==> config.mk <==
export PLATFORM = sky130hd
export DESIGN_NAME = adaptive_loop_comp_ctrl
export DESIGN_NICKNAME = d
export VERILOG_FILES = /design/src/pkg/loop_comp_pkg.sv /design/src/design/coef_store.sv /design/src/design/tune_engine.sv /design/src/design/adaptive_loop_comp_ctrl.sv
export VERILOG_INCLUDE_DIRS = /design/src /design/src/pkg
export SDC_FILE = /design/constraint.sdc
export NUM_CORES = 2
export LEC_CHECK = 0
export ABC_AREA = 0
export BUFFER_PORTS_ARGS = -buffer_cell sky130_fd_sc_hd__buf_2
export CORE_ASPECT_RATIO = 0.7
export CORE_UTILIZATION = 29
export CTS_CLUSTER_SIZE = 14
export DETAILED_ROUTE_END_ITERATION = 7
export SYNTH_ARGS = -nofsm -noshare
export SYNTH_HDL_FRONTEND = slang
export SYNTH_SLANG_ARGS = --single-unit
==> constraint.sdc <==
create_clock -name pclk -period 24.4 [get_ports pclk]
set_input_delay 0 -clock pclk [delete_from_list [all_inputs] [get_ports pclk]]
set_output_delay 0 -clock pclk [all_outputs]
set_load 0.1 [all_outputs]
==> src/pkg/loop_comp_map.svh <==
// Offsets, field positions, reset values and timing counts
`ifndef LOOP_COMP_MAP_SVH
`define LOOP_COMP_MAP_SVH
`define OFS_CTRL        12'h000
`define OFS_MODE        12'h004
`define OFS_GAIN        12'h008
`define OFS_TRIG        12'h00C
`define OFS_STORE       12'h010
`define OFS_COEF_A      12'h014
`define OFS_COEF_B      12'h018
`define OFS_COEF_C      12'h01C
`define OFS_STATUS      12'h020
`define OFS_TUNE_A      12'h024
`define OFS_TUNE_B      12'h028
`define OFS_TUNE_C      12'h02C
`define CTRL_OUT_EN     0
`define CTRL_ONCE_ONLY  1
`define MODE_RST        2'h1
`define GAIN_RST        7'h32
`define GAIN_MIN        7'h0A
`define GAIN_MAX        7'h64
`define SAFE_A          16'h1000
`define SAFE_B          16'hE000
`define SAFE_C          16'h1000
`define USER_RST_A      16'h0800
`define USER_RST_B      16'hF000
`define USER_RST_C      16'h0800
`define CLK_MHZ         200
`define PERIOD_SEC_MS   1000
`define PERIOD_MIN_MS   60000
`define TUNE_MIN_MS     50
`define TUNE_MAX_MS     200
`endif

==> src/pkg/loop_comp_pkg.sv <==
// Types shared by the loop compensation control block
package loop_comp_pkg;
  typedef enum logic [1:0] {MODE_OFF, MODE_ON_ENABLE, MODE_EVERY_SEC, MODE_EVERY_MIN} tune_mode_e;
  typedef struct packed {
    logic [15:0] a;
    logic [15:0] b;
    logic [15:0] c;
  } coef_set_s;
endpackage

==> src/design/coef_store.sv <==
// User non-volatile coefficient store with registered read
`timescale 1ns/100ps
module coef_store
  import loop_comp_pkg::*;
(
  input  wire logic      pclk,
  input  wire logic      presetn,
  input  wire logic      ce,
  input  wire logic      wr,
  input  wire coef_set_s wdata,
  output coef_set_s      rdata
);
`include "loop_comp_map.svh"
  coef_set_s mem_ff;

  // Storage
  always_ff @(posedge pclk or negedge presetn)
  begin
    if (!presetn)
      mem_ff <= '{a: `USER_RST_A, b: `USER_RST_B, c: `USER_RST_C};
    else if (ce && wr)
      mem_ff <= wdata;
  end

  // Registered read
  always_ff @(posedge pclk or negedge presetn)
  begin
    if (!presetn)
      rdata <= '{a: `USER_RST_A, b: `USER_RST_B, c: `USER_RST_C};
    else if (ce)
      rdata <= mem_ff;
  end
endmodule

==> src/design/tune_engine.sv <==
// Tuning run timer and gain scaled result
`timescale 1ns/100ps
module tune_engine
  import loop_comp_pkg::*;
#(
  parameter int RUN_CYCLES = 10000000
)
(
  input  wire logic      pclk,
  input  wire logic      presetn,
  input  wire logic      ce,
  input  wire logic      start,
  input  wire logic [6:0] gain,
  input  wire coef_set_s base,
  output logic           busy,
  output logic           done,
  output coef_set_s      result
);
`include "loop_comp_map.svh"
  logic [31:0] cnt_ff;

  function automatic logic [15:0] scale(input logic [15:0] v, input logic [6:0] g);
    logic signed [31:0] p;
    p = $signed({{16{v[15]}}, v}) * $signed({25'h0, g});
    return 16'(p / 32'sd50);
  endfunction

  // Run timer
  always_ff @(posedge pclk or negedge presetn)
  begin
    if (!presetn)
    begin
      busy   <= 1'b0;
      done   <= 1'b0;
      cnt_ff <= 32'h0;
      result <= '0;
    end
    else if (ce)
    begin
      done <= 1'b0;
      if (start && !busy)
      begin
        busy   <= 1'b1;
        cnt_ff <= 32'(RUN_CYCLES - 1);
      end
      else if (busy)
      begin
        if (cnt_ff == 32'h0)
        begin
          busy   <= 1'b0;
          done   <= 1'b1;
          result <= '{a: scale(base.a, gain), b: scale(base.b, gain), c: scale(base.c, gain)};
        end
        else
          cnt_ff <= cnt_ff - 32'h1;
      end
    end
  end

  // ==========================================================
  // Checks
  busy_ignore_a: assert property (@(posedge pclk) disable iff (!presetn)
    ce && busy && cnt_ff != 32'h0 |=> busy && cnt_ff == $past(cnt_ff) - 32'h1)
    else $error("tuning run restarted while busy");
endmodule

==> src/design/adaptive_loop_comp_ctrl.sv <==
// Adaptive loop compensation control with APB registers
// Overview of operation
// - Fixed-frequency voltage-mode loop uses the active coefficients from RAM.
// - Host writes coefficient set; device applies it to the loop.
// - Default mode starts tuning after ramp-up and installs the result.
// - A tuning run completes within 50 ms to 200 ms.
// - Mode selects off, on enable, every second or every minute.
// - Once-only option tunes first ramp after power, reuses result later.
// - Host trigger starts a tuning run whenever no run is busy.
// - Result scaled by gain/50: 20% to 200%, default 100%.
// - Loop always uses RAM, filled at power-up from safe default set or user store.
// - Tuning enabled at power-up loads fixed safe default set.
// - Finished tuning run writes its set into RAM when tuning is on.
// - Store saves the active RAM set, default or tuned.
// - Tuning off to on loads the safe default set.
// - Tuning on to off reloads the user-stored set.
// - Tuning disabled at power-up loads the user-stored set.
`timescale 1ns/100ps
`include "loop_comp_map.svh"
module adaptive_loop_comp_ctrl
  import loop_comp_pkg::*;
#(
  parameter int RUN_CYCLES = (`TUNE_MIN_MS + `TUNE_MAX_MS) / 2 * 1000 * `CLK_MHZ,
  parameter int SEC_CYCLES = `PERIOD_SEC_MS * 1000 * `CLK_MHZ,
  parameter int MIN_CYCLES = 60 * 1000
)
(
  input  wire logic        pclk,
  input  wire logic        presetn,
  input  wire logic        ce,
  input  wire logic        psel,
  input  wire logic        penable,
  input  wire logic        pwrite,
  input  wire logic [11:0] paddr,
  input  wire logic [31:0] pwdata,
  input  wire logic        ramp_done,
  output logic [31:0]      prdata,
  output logic             pready,
  output logic             pslverr,
  output coef_set_s        loop_coef,
  output logic             tune_busy
);

  // ==========================================================
  // State
  typedef enum logic [1:0] {INIT_READ, INIT_LOAD, RUNNING} init_e;
  init_e       init_ff;
  coef_set_s   ram_ff;
  tune_mode_e  mode_ff;
  logic [6:0]  gain_ff;
  logic        out_en_ff;
  logic        once_ff;
  logic        tuned_once_ff;
  logic [2:0]  ramp_sync_ff;
  logic        ramp_d_ff;
  logic        store_wr_ff;
  logic [35:0] per_cnt_ff;
  logic        trig_ff;
  coef_set_s   user_rd;
  coef_set_s   tune_res;
  logic        tune_done;
  logic        eng_busy;
  logic        acc;
  logic        wr_acc;
  logic        mapped;
  logic        ramp_rise;
  logic        tune_on;
  logic        per_hit;
  logic        req;
  tune_mode_e  nxt_mode;

  assign acc     = psel && penable;
  assign wr_acc  = acc && pwrite && ce;
  assign tune_on = (mode_ff != MODE_OFF);
  assign nxt_mode = tune_mode_e'(pwdata[1:0]);

  // ==========================================================
  // Ramp-done pin synchroniser
  always_ff @(posedge pclk or negedge presetn)
  begin
    if (!presetn)
    begin
      ramp_sync_ff <= 3'h0;
      ramp_d_ff    <= 1'b0;
    end
    else if (ce)
    begin
      ramp_sync_ff <= {ramp_sync_ff[1:0], ramp_done};
      if (ramp_sync_ff[1] == ramp_sync_ff[2])
        ramp_d_ff <= ramp_sync_ff[2];
    end
  end

  logic ramp_prev_ff;
  always_ff @(posedge pclk or negedge presetn)
  begin
    if (!presetn)
      ramp_prev_ff <= 1'b0;
    else if (ce)
      ramp_prev_ff <= ramp_d_ff;
  end
  assign ramp_rise = ramp_d_ff && !ramp_prev_ff && out_en_ff;

  // ==========================================================
  // Periodic tuning timer
  always_ff @(posedge pclk or negedge presetn)
  begin
    if (!presetn)
      per_cnt_ff <= 36'h0;
    else if (ce)
    begin
      if (!out_en_ff || per_hit)
        per_cnt_ff <= 36'h0;
      else if (mode_ff == MODE_EVERY_SEC || mode_ff == MODE_EVERY_MIN)
        per_cnt_ff <= per_cnt_ff + 36'h1;
    end
  end
  assign per_hit = out_en_ff && !eng_busy &&
                   ((mode_ff == MODE_EVERY_SEC && per_cnt_ff >= 36'(SEC_CYCLES - 1)) ||
                    (mode_ff == MODE_EVERY_MIN &&
                     per_cnt_ff >= 36'(SEC_CYCLES) * 36'h3C - 36'h1));

  // Tuning requests
  assign req = (init_ff == RUNNING) && !eng_busy &&
               ((ramp_rise && tune_on && !(once_ff && tuned_once_ff)) ||
                per_hit || trig_ff);

  // ==========================================================
  // Control registers
  always_ff @(posedge pclk or negedge presetn)
  begin
    if (!presetn)
    begin
      mode_ff   <= tune_mode_e'(`MODE_RST);
      gain_ff   <= `GAIN_RST;
      out_en_ff <= 1'b0;
      once_ff   <= 1'b0;
      trig_ff   <= 1'b0;
    end
    else if (ce)
    begin
      trig_ff <= 1'b0;
      if (wr_acc && paddr == `OFS_CTRL)
      begin
        out_en_ff <= pwdata[`CTRL_OUT_EN];
        once_ff   <= pwdata[`CTRL_ONCE_ONLY];
      end
      else if (wr_acc && paddr == `OFS_MODE)
        mode_ff <= nxt_mode;
      else if (wr_acc && paddr == `OFS_GAIN)
      begin
        if (pwdata[6:0] < `GAIN_MIN)
          gain_ff <= `GAIN_MIN;
        else if (pwdata[6:0] > `GAIN_MAX)
          gain_ff <= `GAIN_MAX;
        else
          gain_ff <= pwdata[6:0];
      end
      else if (wr_acc && paddr == `OFS_TRIG)
        trig_ff <= pwdata[0];
    end
  end

  // ==========================================================
  // Active coefficient RAM
  always_ff @(posedge pclk or negedge presetn)
  begin
    if (!presetn)
    begin
      init_ff       <= INIT_READ;
      ram_ff        <= '{a: `SAFE_A, b: `SAFE_B, c: `SAFE_C};
      tuned_once_ff <= 1'b0;
    end
    else if (ce)
    begin
      case (init_ff)
        INIT_READ: init_ff <= INIT_LOAD;
        INIT_LOAD:
        begin
          init_ff <= RUNNING;
          if (tune_on)
            ram_ff <= '{a: `SAFE_A, b: `SAFE_B, c: `SAFE_C};
          else
            ram_ff <= user_rd;
        end
        default:
        begin
          if (wr_acc && paddr == `OFS_MODE && !tune_on && nxt_mode != MODE_OFF)
            ram_ff <= '{a: `SAFE_A, b: `SAFE_B, c: `SAFE_C};
          else if (wr_acc && paddr == `OFS_MODE && tune_on && nxt_mode == MODE_OFF)
            ram_ff <= user_rd;
          else if (tune_done && tune_on)
          begin
            ram_ff        <= tune_res;
            tuned_once_ff <= 1'b1;
          end
          else if (wr_acc && paddr == `OFS_COEF_A)
            ram_ff.a <= pwdata[15:0];
          else if (wr_acc && paddr == `OFS_COEF_B)
            ram_ff.b <= pwdata[15:0];
          else if (wr_acc && paddr == `OFS_COEF_C)
            ram_ff.c <= pwdata[15:0];
        end
      endcase
    end
  end

  // Store request
  always_ff @(posedge pclk or negedge presetn)
  begin
    if (!presetn)
      store_wr_ff <= 1'b0;
    else if (ce)
      store_wr_ff <= wr_acc && paddr == `OFS_STORE && pwdata[0];
  end

  coef_store u_store (
    .pclk    (pclk),
    .presetn (presetn),
    .ce      (ce),
    .wr      (store_wr_ff),
    .wdata   (ram_ff),
    .rdata   (user_rd)
  );

  tune_engine #(.RUN_CYCLES(RUN_CYCLES)) u_tune (
    .pclk    (pclk),
    .presetn (presetn),
    .ce      (ce),
    .start   (req),
    .gain    (gain_ff),
    .base    (ram_ff),
    .busy    (eng_busy),
    .done    (tune_done),
    .result  (tune_res)
  );

  // ==========================================================
  // Outputs to loop
  always_ff @(posedge pclk or negedge presetn)
  begin
    if (!presetn)
    begin
      loop_coef <= '{a: `SAFE_A, b: `SAFE_B, c: `SAFE_C};
      tune_busy <= 1'b0;
    end
    else if (ce)
    begin
      loop_coef <= ram_ff;
      tune_busy <= eng_busy;
    end
  end

  // ==========================================================
  // APB read and answer
  always_comb
  begin
    mapped = 1'b1;
    if (paddr == `OFS_CTRL || paddr == `OFS_MODE || paddr == `OFS_GAIN)
      mapped = 1'b1;
    else if (paddr == `OFS_TRIG || paddr == `OFS_STORE || paddr == `OFS_STATUS)
      mapped = 1'b1;
    else if (paddr == `OFS_COEF_A || paddr == `OFS_COEF_B || paddr == `OFS_COEF_C)
      mapped = 1'b1;
    else if (paddr == `OFS_TUNE_A || paddr == `OFS_TUNE_B || paddr == `OFS_TUNE_C)
      mapped = 1'b1;
    else
      mapped = 1'b0;
  end

  always_ff @(posedge pclk or negedge presetn)
  begin
    if (!presetn)
    begin
      prdata  <= 32'h0;
      pready  <= 1'b0;
      pslverr <= 1'b0;
    end
    else if (ce)
    begin
      pready  <= psel && !penable;
      pslverr <= psel && !penable && !mapped;
      prdata  <= 32'h0;
      if (psel && !penable && !pwrite)
      begin
        if (paddr == `OFS_CTRL)
          prdata <= {30'h0, once_ff, out_en_ff};
        else if (paddr == `OFS_MODE)
          prdata <= {30'h0, mode_ff};
        else if (paddr == `OFS_GAIN)
          prdata <= {25'h0, gain_ff};
        else if (paddr == `OFS_COEF_A)
          prdata <= {16'h0, ram_ff.a};
        else if (paddr == `OFS_COEF_B)
          prdata <= {16'h0, ram_ff.b};
        else if (paddr == `OFS_COEF_C)
          prdata <= {16'h0, ram_ff.c};
        else if (paddr == `OFS_STATUS)
          prdata <= {28'h0, init_ff == RUNNING, tuned_once_ff, ramp_d_ff, eng_busy};
        else if (paddr == `OFS_TUNE_A)
          prdata <= {16'h0, tune_res.a};
        else if (paddr == `OFS_TUNE_B)
          prdata <= {16'h0, tune_res.b};
        else if (paddr == `OFS_TUNE_C)
          prdata <= {16'h0, tune_res.c};
      end
    end
  end

  // ==========================================================
  // Checks
  tune_install_a: assert property (@(posedge pclk) disable iff (!presetn)
    ce && init_ff == RUNNING && tune_done && tune_on && !wr_acc |=> ram_ff == $past(tune_res))
    else $error("tuned set not installed");
  init_safe_a: assert property (@(posedge pclk) disable iff (!presetn)
    ce && init_ff == INIT_LOAD && tune_on |=> ram_ff == {`SAFE_A, `SAFE_B, `SAFE_C})
    else $error("safe set not loaded at power-up");
  init_user_a: assert property (@(posedge pclk) disable iff (!presetn)
    ce && init_ff == INIT_LOAD && !tune_on |=> ram_ff == $past(user_rd))
    else $error("user set not loaded at power-up");
  gain_range_a: assert property (@(posedge pclk) disable iff (!presetn)
    gain_ff >= `GAIN_MIN && gain_ff <= `GAIN_MAX)
    else $error("gain out of range");
  loop_follow_a: assert property (@(posedge pclk) disable iff (!presetn)
    ce ##1 ce |-> loop_coef == $past(ram_ff))
    else $error("loop coefficients stale");
  trig_start_a: assert property (@(posedge pclk) disable iff (!presetn)
    ce && req ##1 ce |-> eng_busy)
    else $error("trigger did not start run");
  store_save_a: assert property (@(posedge pclk) disable iff (!presetn)
    ce && store_wr_ff ##1 ce ##1 ce |-> user_rd == $past(ram_ff, 2))
    else $error("store did not save active set");
endmodule

==> impl_metrics.yaml <==
outcome:
  run_status: "completed"
cells_and_area:
  layout_commonest_cell: "nand2_1"
  fill_cells: 15655
  final_util: 0.3187
  nets: 5740
  area_growth_pct: 9.081
  finalInstanceArea_um2: 47970
  drive_gt1_frac: 0.1152
  final_cell_mix: "523 x nand2_1, 448 x inv_1, 366 x nor2_1, 331 x and2_1, 324 x dfrtp_1"
routing:
  drt-initial-drc-count: 3864
  vias: 40111
  wl_mm: 134.6
  route.met3.wl_mm: 10.67
  wl_met1_mm: 64.93
  dr.pass1.iters: 6
  ant_nets: 0
  dr.max_layer_used: "met4"
  drc: 0
  met2_wirelength_mm: 56.37
  viasPerCell: 5.493
  avgRoutedWirePerCell_um: 18.44
floorplan:
  rows: 119
  die_w_um: 467.5
  die_h_um: 327.8
  io_pins: 134
  dieArea_um2: 153200
  core-area_um2: 150500
  initial_utilization: 0.2922
clocking:
  cts_buffers: 38
  cts_setup_buffers: 0
  post_cts_resized: 0
  clock-sinks: 350
  htree_levels: 2
  clk_latency_ps: 590
  hold_buffers: 35
  cts_tree: "yes"
  root_buffer: "clkbuf_16"
  clockBufferDepth: 3
  cts.clk_slew.worst_paths_ps: 60
timing:
  timing.final.hold_violations: 0
  finalClockSkew_ps: 43.79
  rsz0062_at_grt: "no"
  fmax_mhz: 47.47
  slew_headroom: 0.1691
  drv_slew: 0
  worst_slew_pin_slew_ps: 1231
  post-route-min-period_ps: 21070
  fin_setup_tns_ps: 0
  period_share: 0.8633
  setup_viol: 0
logic_synthesis:
  async_flop_share: 1.000
  synth_top_area_cell: "dfrtp_1"
  syn_area_per_cell_um2: 8.279
  synth_cell_types: 161
  seq_area_frac_synth: 0.1999
  synthFlopType: "dfrtp_1"
  yosysTopAreaCellShare: 0.1844
  synth_edf_count: 0
  synth_area_leaders: "dfrtp_1 18%, fa_1 12%, and2_1 4.7%"
  syn-cell-area_um2: 43980
  ys_seq_elements: 350
  yosysWarnings: 0
  synthCells: 5312
placement:
  hpwl_mm: 102.5
  io_buffers: 101
  placed_cell_area_um2: 46260
  gp_congestion: 0.9395
worst_setup_path:
  endpoint_kind: "register"
  cp_top_family: "compound AO/OA/AOI/OAI gates"
  crit_buf_inv: 6
  cpPeakStageDelay_ps: 880
  cp.required_ps: 24830
  slowest_stage: "a2bb2oi_1"
  cpMostUsedCell: "inv_1"
  crit_path_start_kind: "register"
  path_max_fanout: 50
  critPathKind: "register to register"
  crit_arrival_ps: 21490
grt:
  overflow: 0
  grt_pass1_vias: 37445
  grt_pass1_wl_mm: 213.0
  grt_max_degree: 170
  grt_use_total: 0.1708
  antenna_found_initial: 11
power:
  powerDensity_nw_per_um2: 48.73
  ir_drop_uv: 41.92
  leakagePower_nw: 21.52
  total_power_mw: 2.338
job:
  drv_cap: 0
min_path:
  hold_class: "input port to register"
-- where the power goes --
group	internal [mW]	switching, mW
Sequential	0.671	0.222
Combinational	0.196	0.613
Clock	0.368	0.267
-- per-layer routing --
layer  vias to the layer above  GRT usage
met1                     19575     0.2592
li1                      18921          -
met3                       132    0.02706
met2                      1483     0.2513
met5                         -          0
met4                         0    0.03576
-- final timing paths --
path                                        start           endpoint  slack (ps)  cells after the start
worst min register to register  u_store.mem_ff[3]  u_store.mem_ff[3]         480                      2
max in group asynchronous                 presetn    ramp_sync_ff[0]       22100                      5
worst max-delay path                   gain_ff[4]  u_tune.result[26]        3330                     62
min in group asynchronous                 presetn  u_store.rdata[41]         420                      3
worst max register to register         gain_ff[4]  u_tune.result[26]        3330                     62
worst min-delay path                     paddr[1]          out_en_ff          60                      4
-- stage by stage --
step	hold WS [ps]	setup WS [ps]	instances
after floorplan	-295.6	7421	5327
after global placement	-26.11	4061	7197
after detailed placement	-23.21	3845	7197
after CTS	24.45	3810	7300
after global routing	81.93	1813	7302
final	64.50	3335	7302
-- worst min-delay path, cell delays in order --
cell    delay [ps]
buf_2           90
nor3_1         100
and3_1         190
mux2_2         220
-- sequential cells by signal, summed over array words and instances, names as in the netlist, 7 cells and up --
| signal | flops |
|---|---|
| ram_ff | 48 |
| loop_coef | 48 |
| gain_ff | 7 |
| u_store.mem_ff | 48 |
| per_cnt_ff | 36 |
| u_tune.cnt_ff | 32 |
| prdata | 16 |
| u_store.rdata | 48 |
| u_tune.result | 48 |
-- logic make-up after synthesis --
family	share of synthesized area
and+or+nand+nor	0.2085
AOI/OAI and AO/OA	0.2489
buffers and inverters	0.06438
adders and majority gates	0.1634
DFF	0.1999
xor gates and xnor gates	0.05878
muxes	0.05613
other	0.00008527
-- cells in the mapped netlist (51+ instances only) --
library cell	n
and2_1	331
fa_1	258
clkbuf_1	203
a31oi_1	73
o21ai_0	239
a211oi_1	55
a21oi_1	287
nor3_1	123
xor2_1	106
xnor2_1	171
o211ai_1	64
a21o_1	60
a22oi_1	73
o21ai_1	63
o21a_1	51
ha_1	155
nand3_1	124
nor2_1	368
inv_1	448
dfrtp_1	324
nand2_1	524
mux2_2	171
-- final cells by class --
class,count,area [um^2],area share
timing repair buffer,176,1202,0.02506
inverter,450,1689,0.03521
antenna,2,5.005,0.0001043
tap,1996,2497,0.05206
sequential,350,8791,0.1833
clock buffer,52,1084,0.02259
multi-input combinational,4260,32450,0.6765
clock inverter,16,251.5,0.005242
Power figures use the tool's default switching activity.
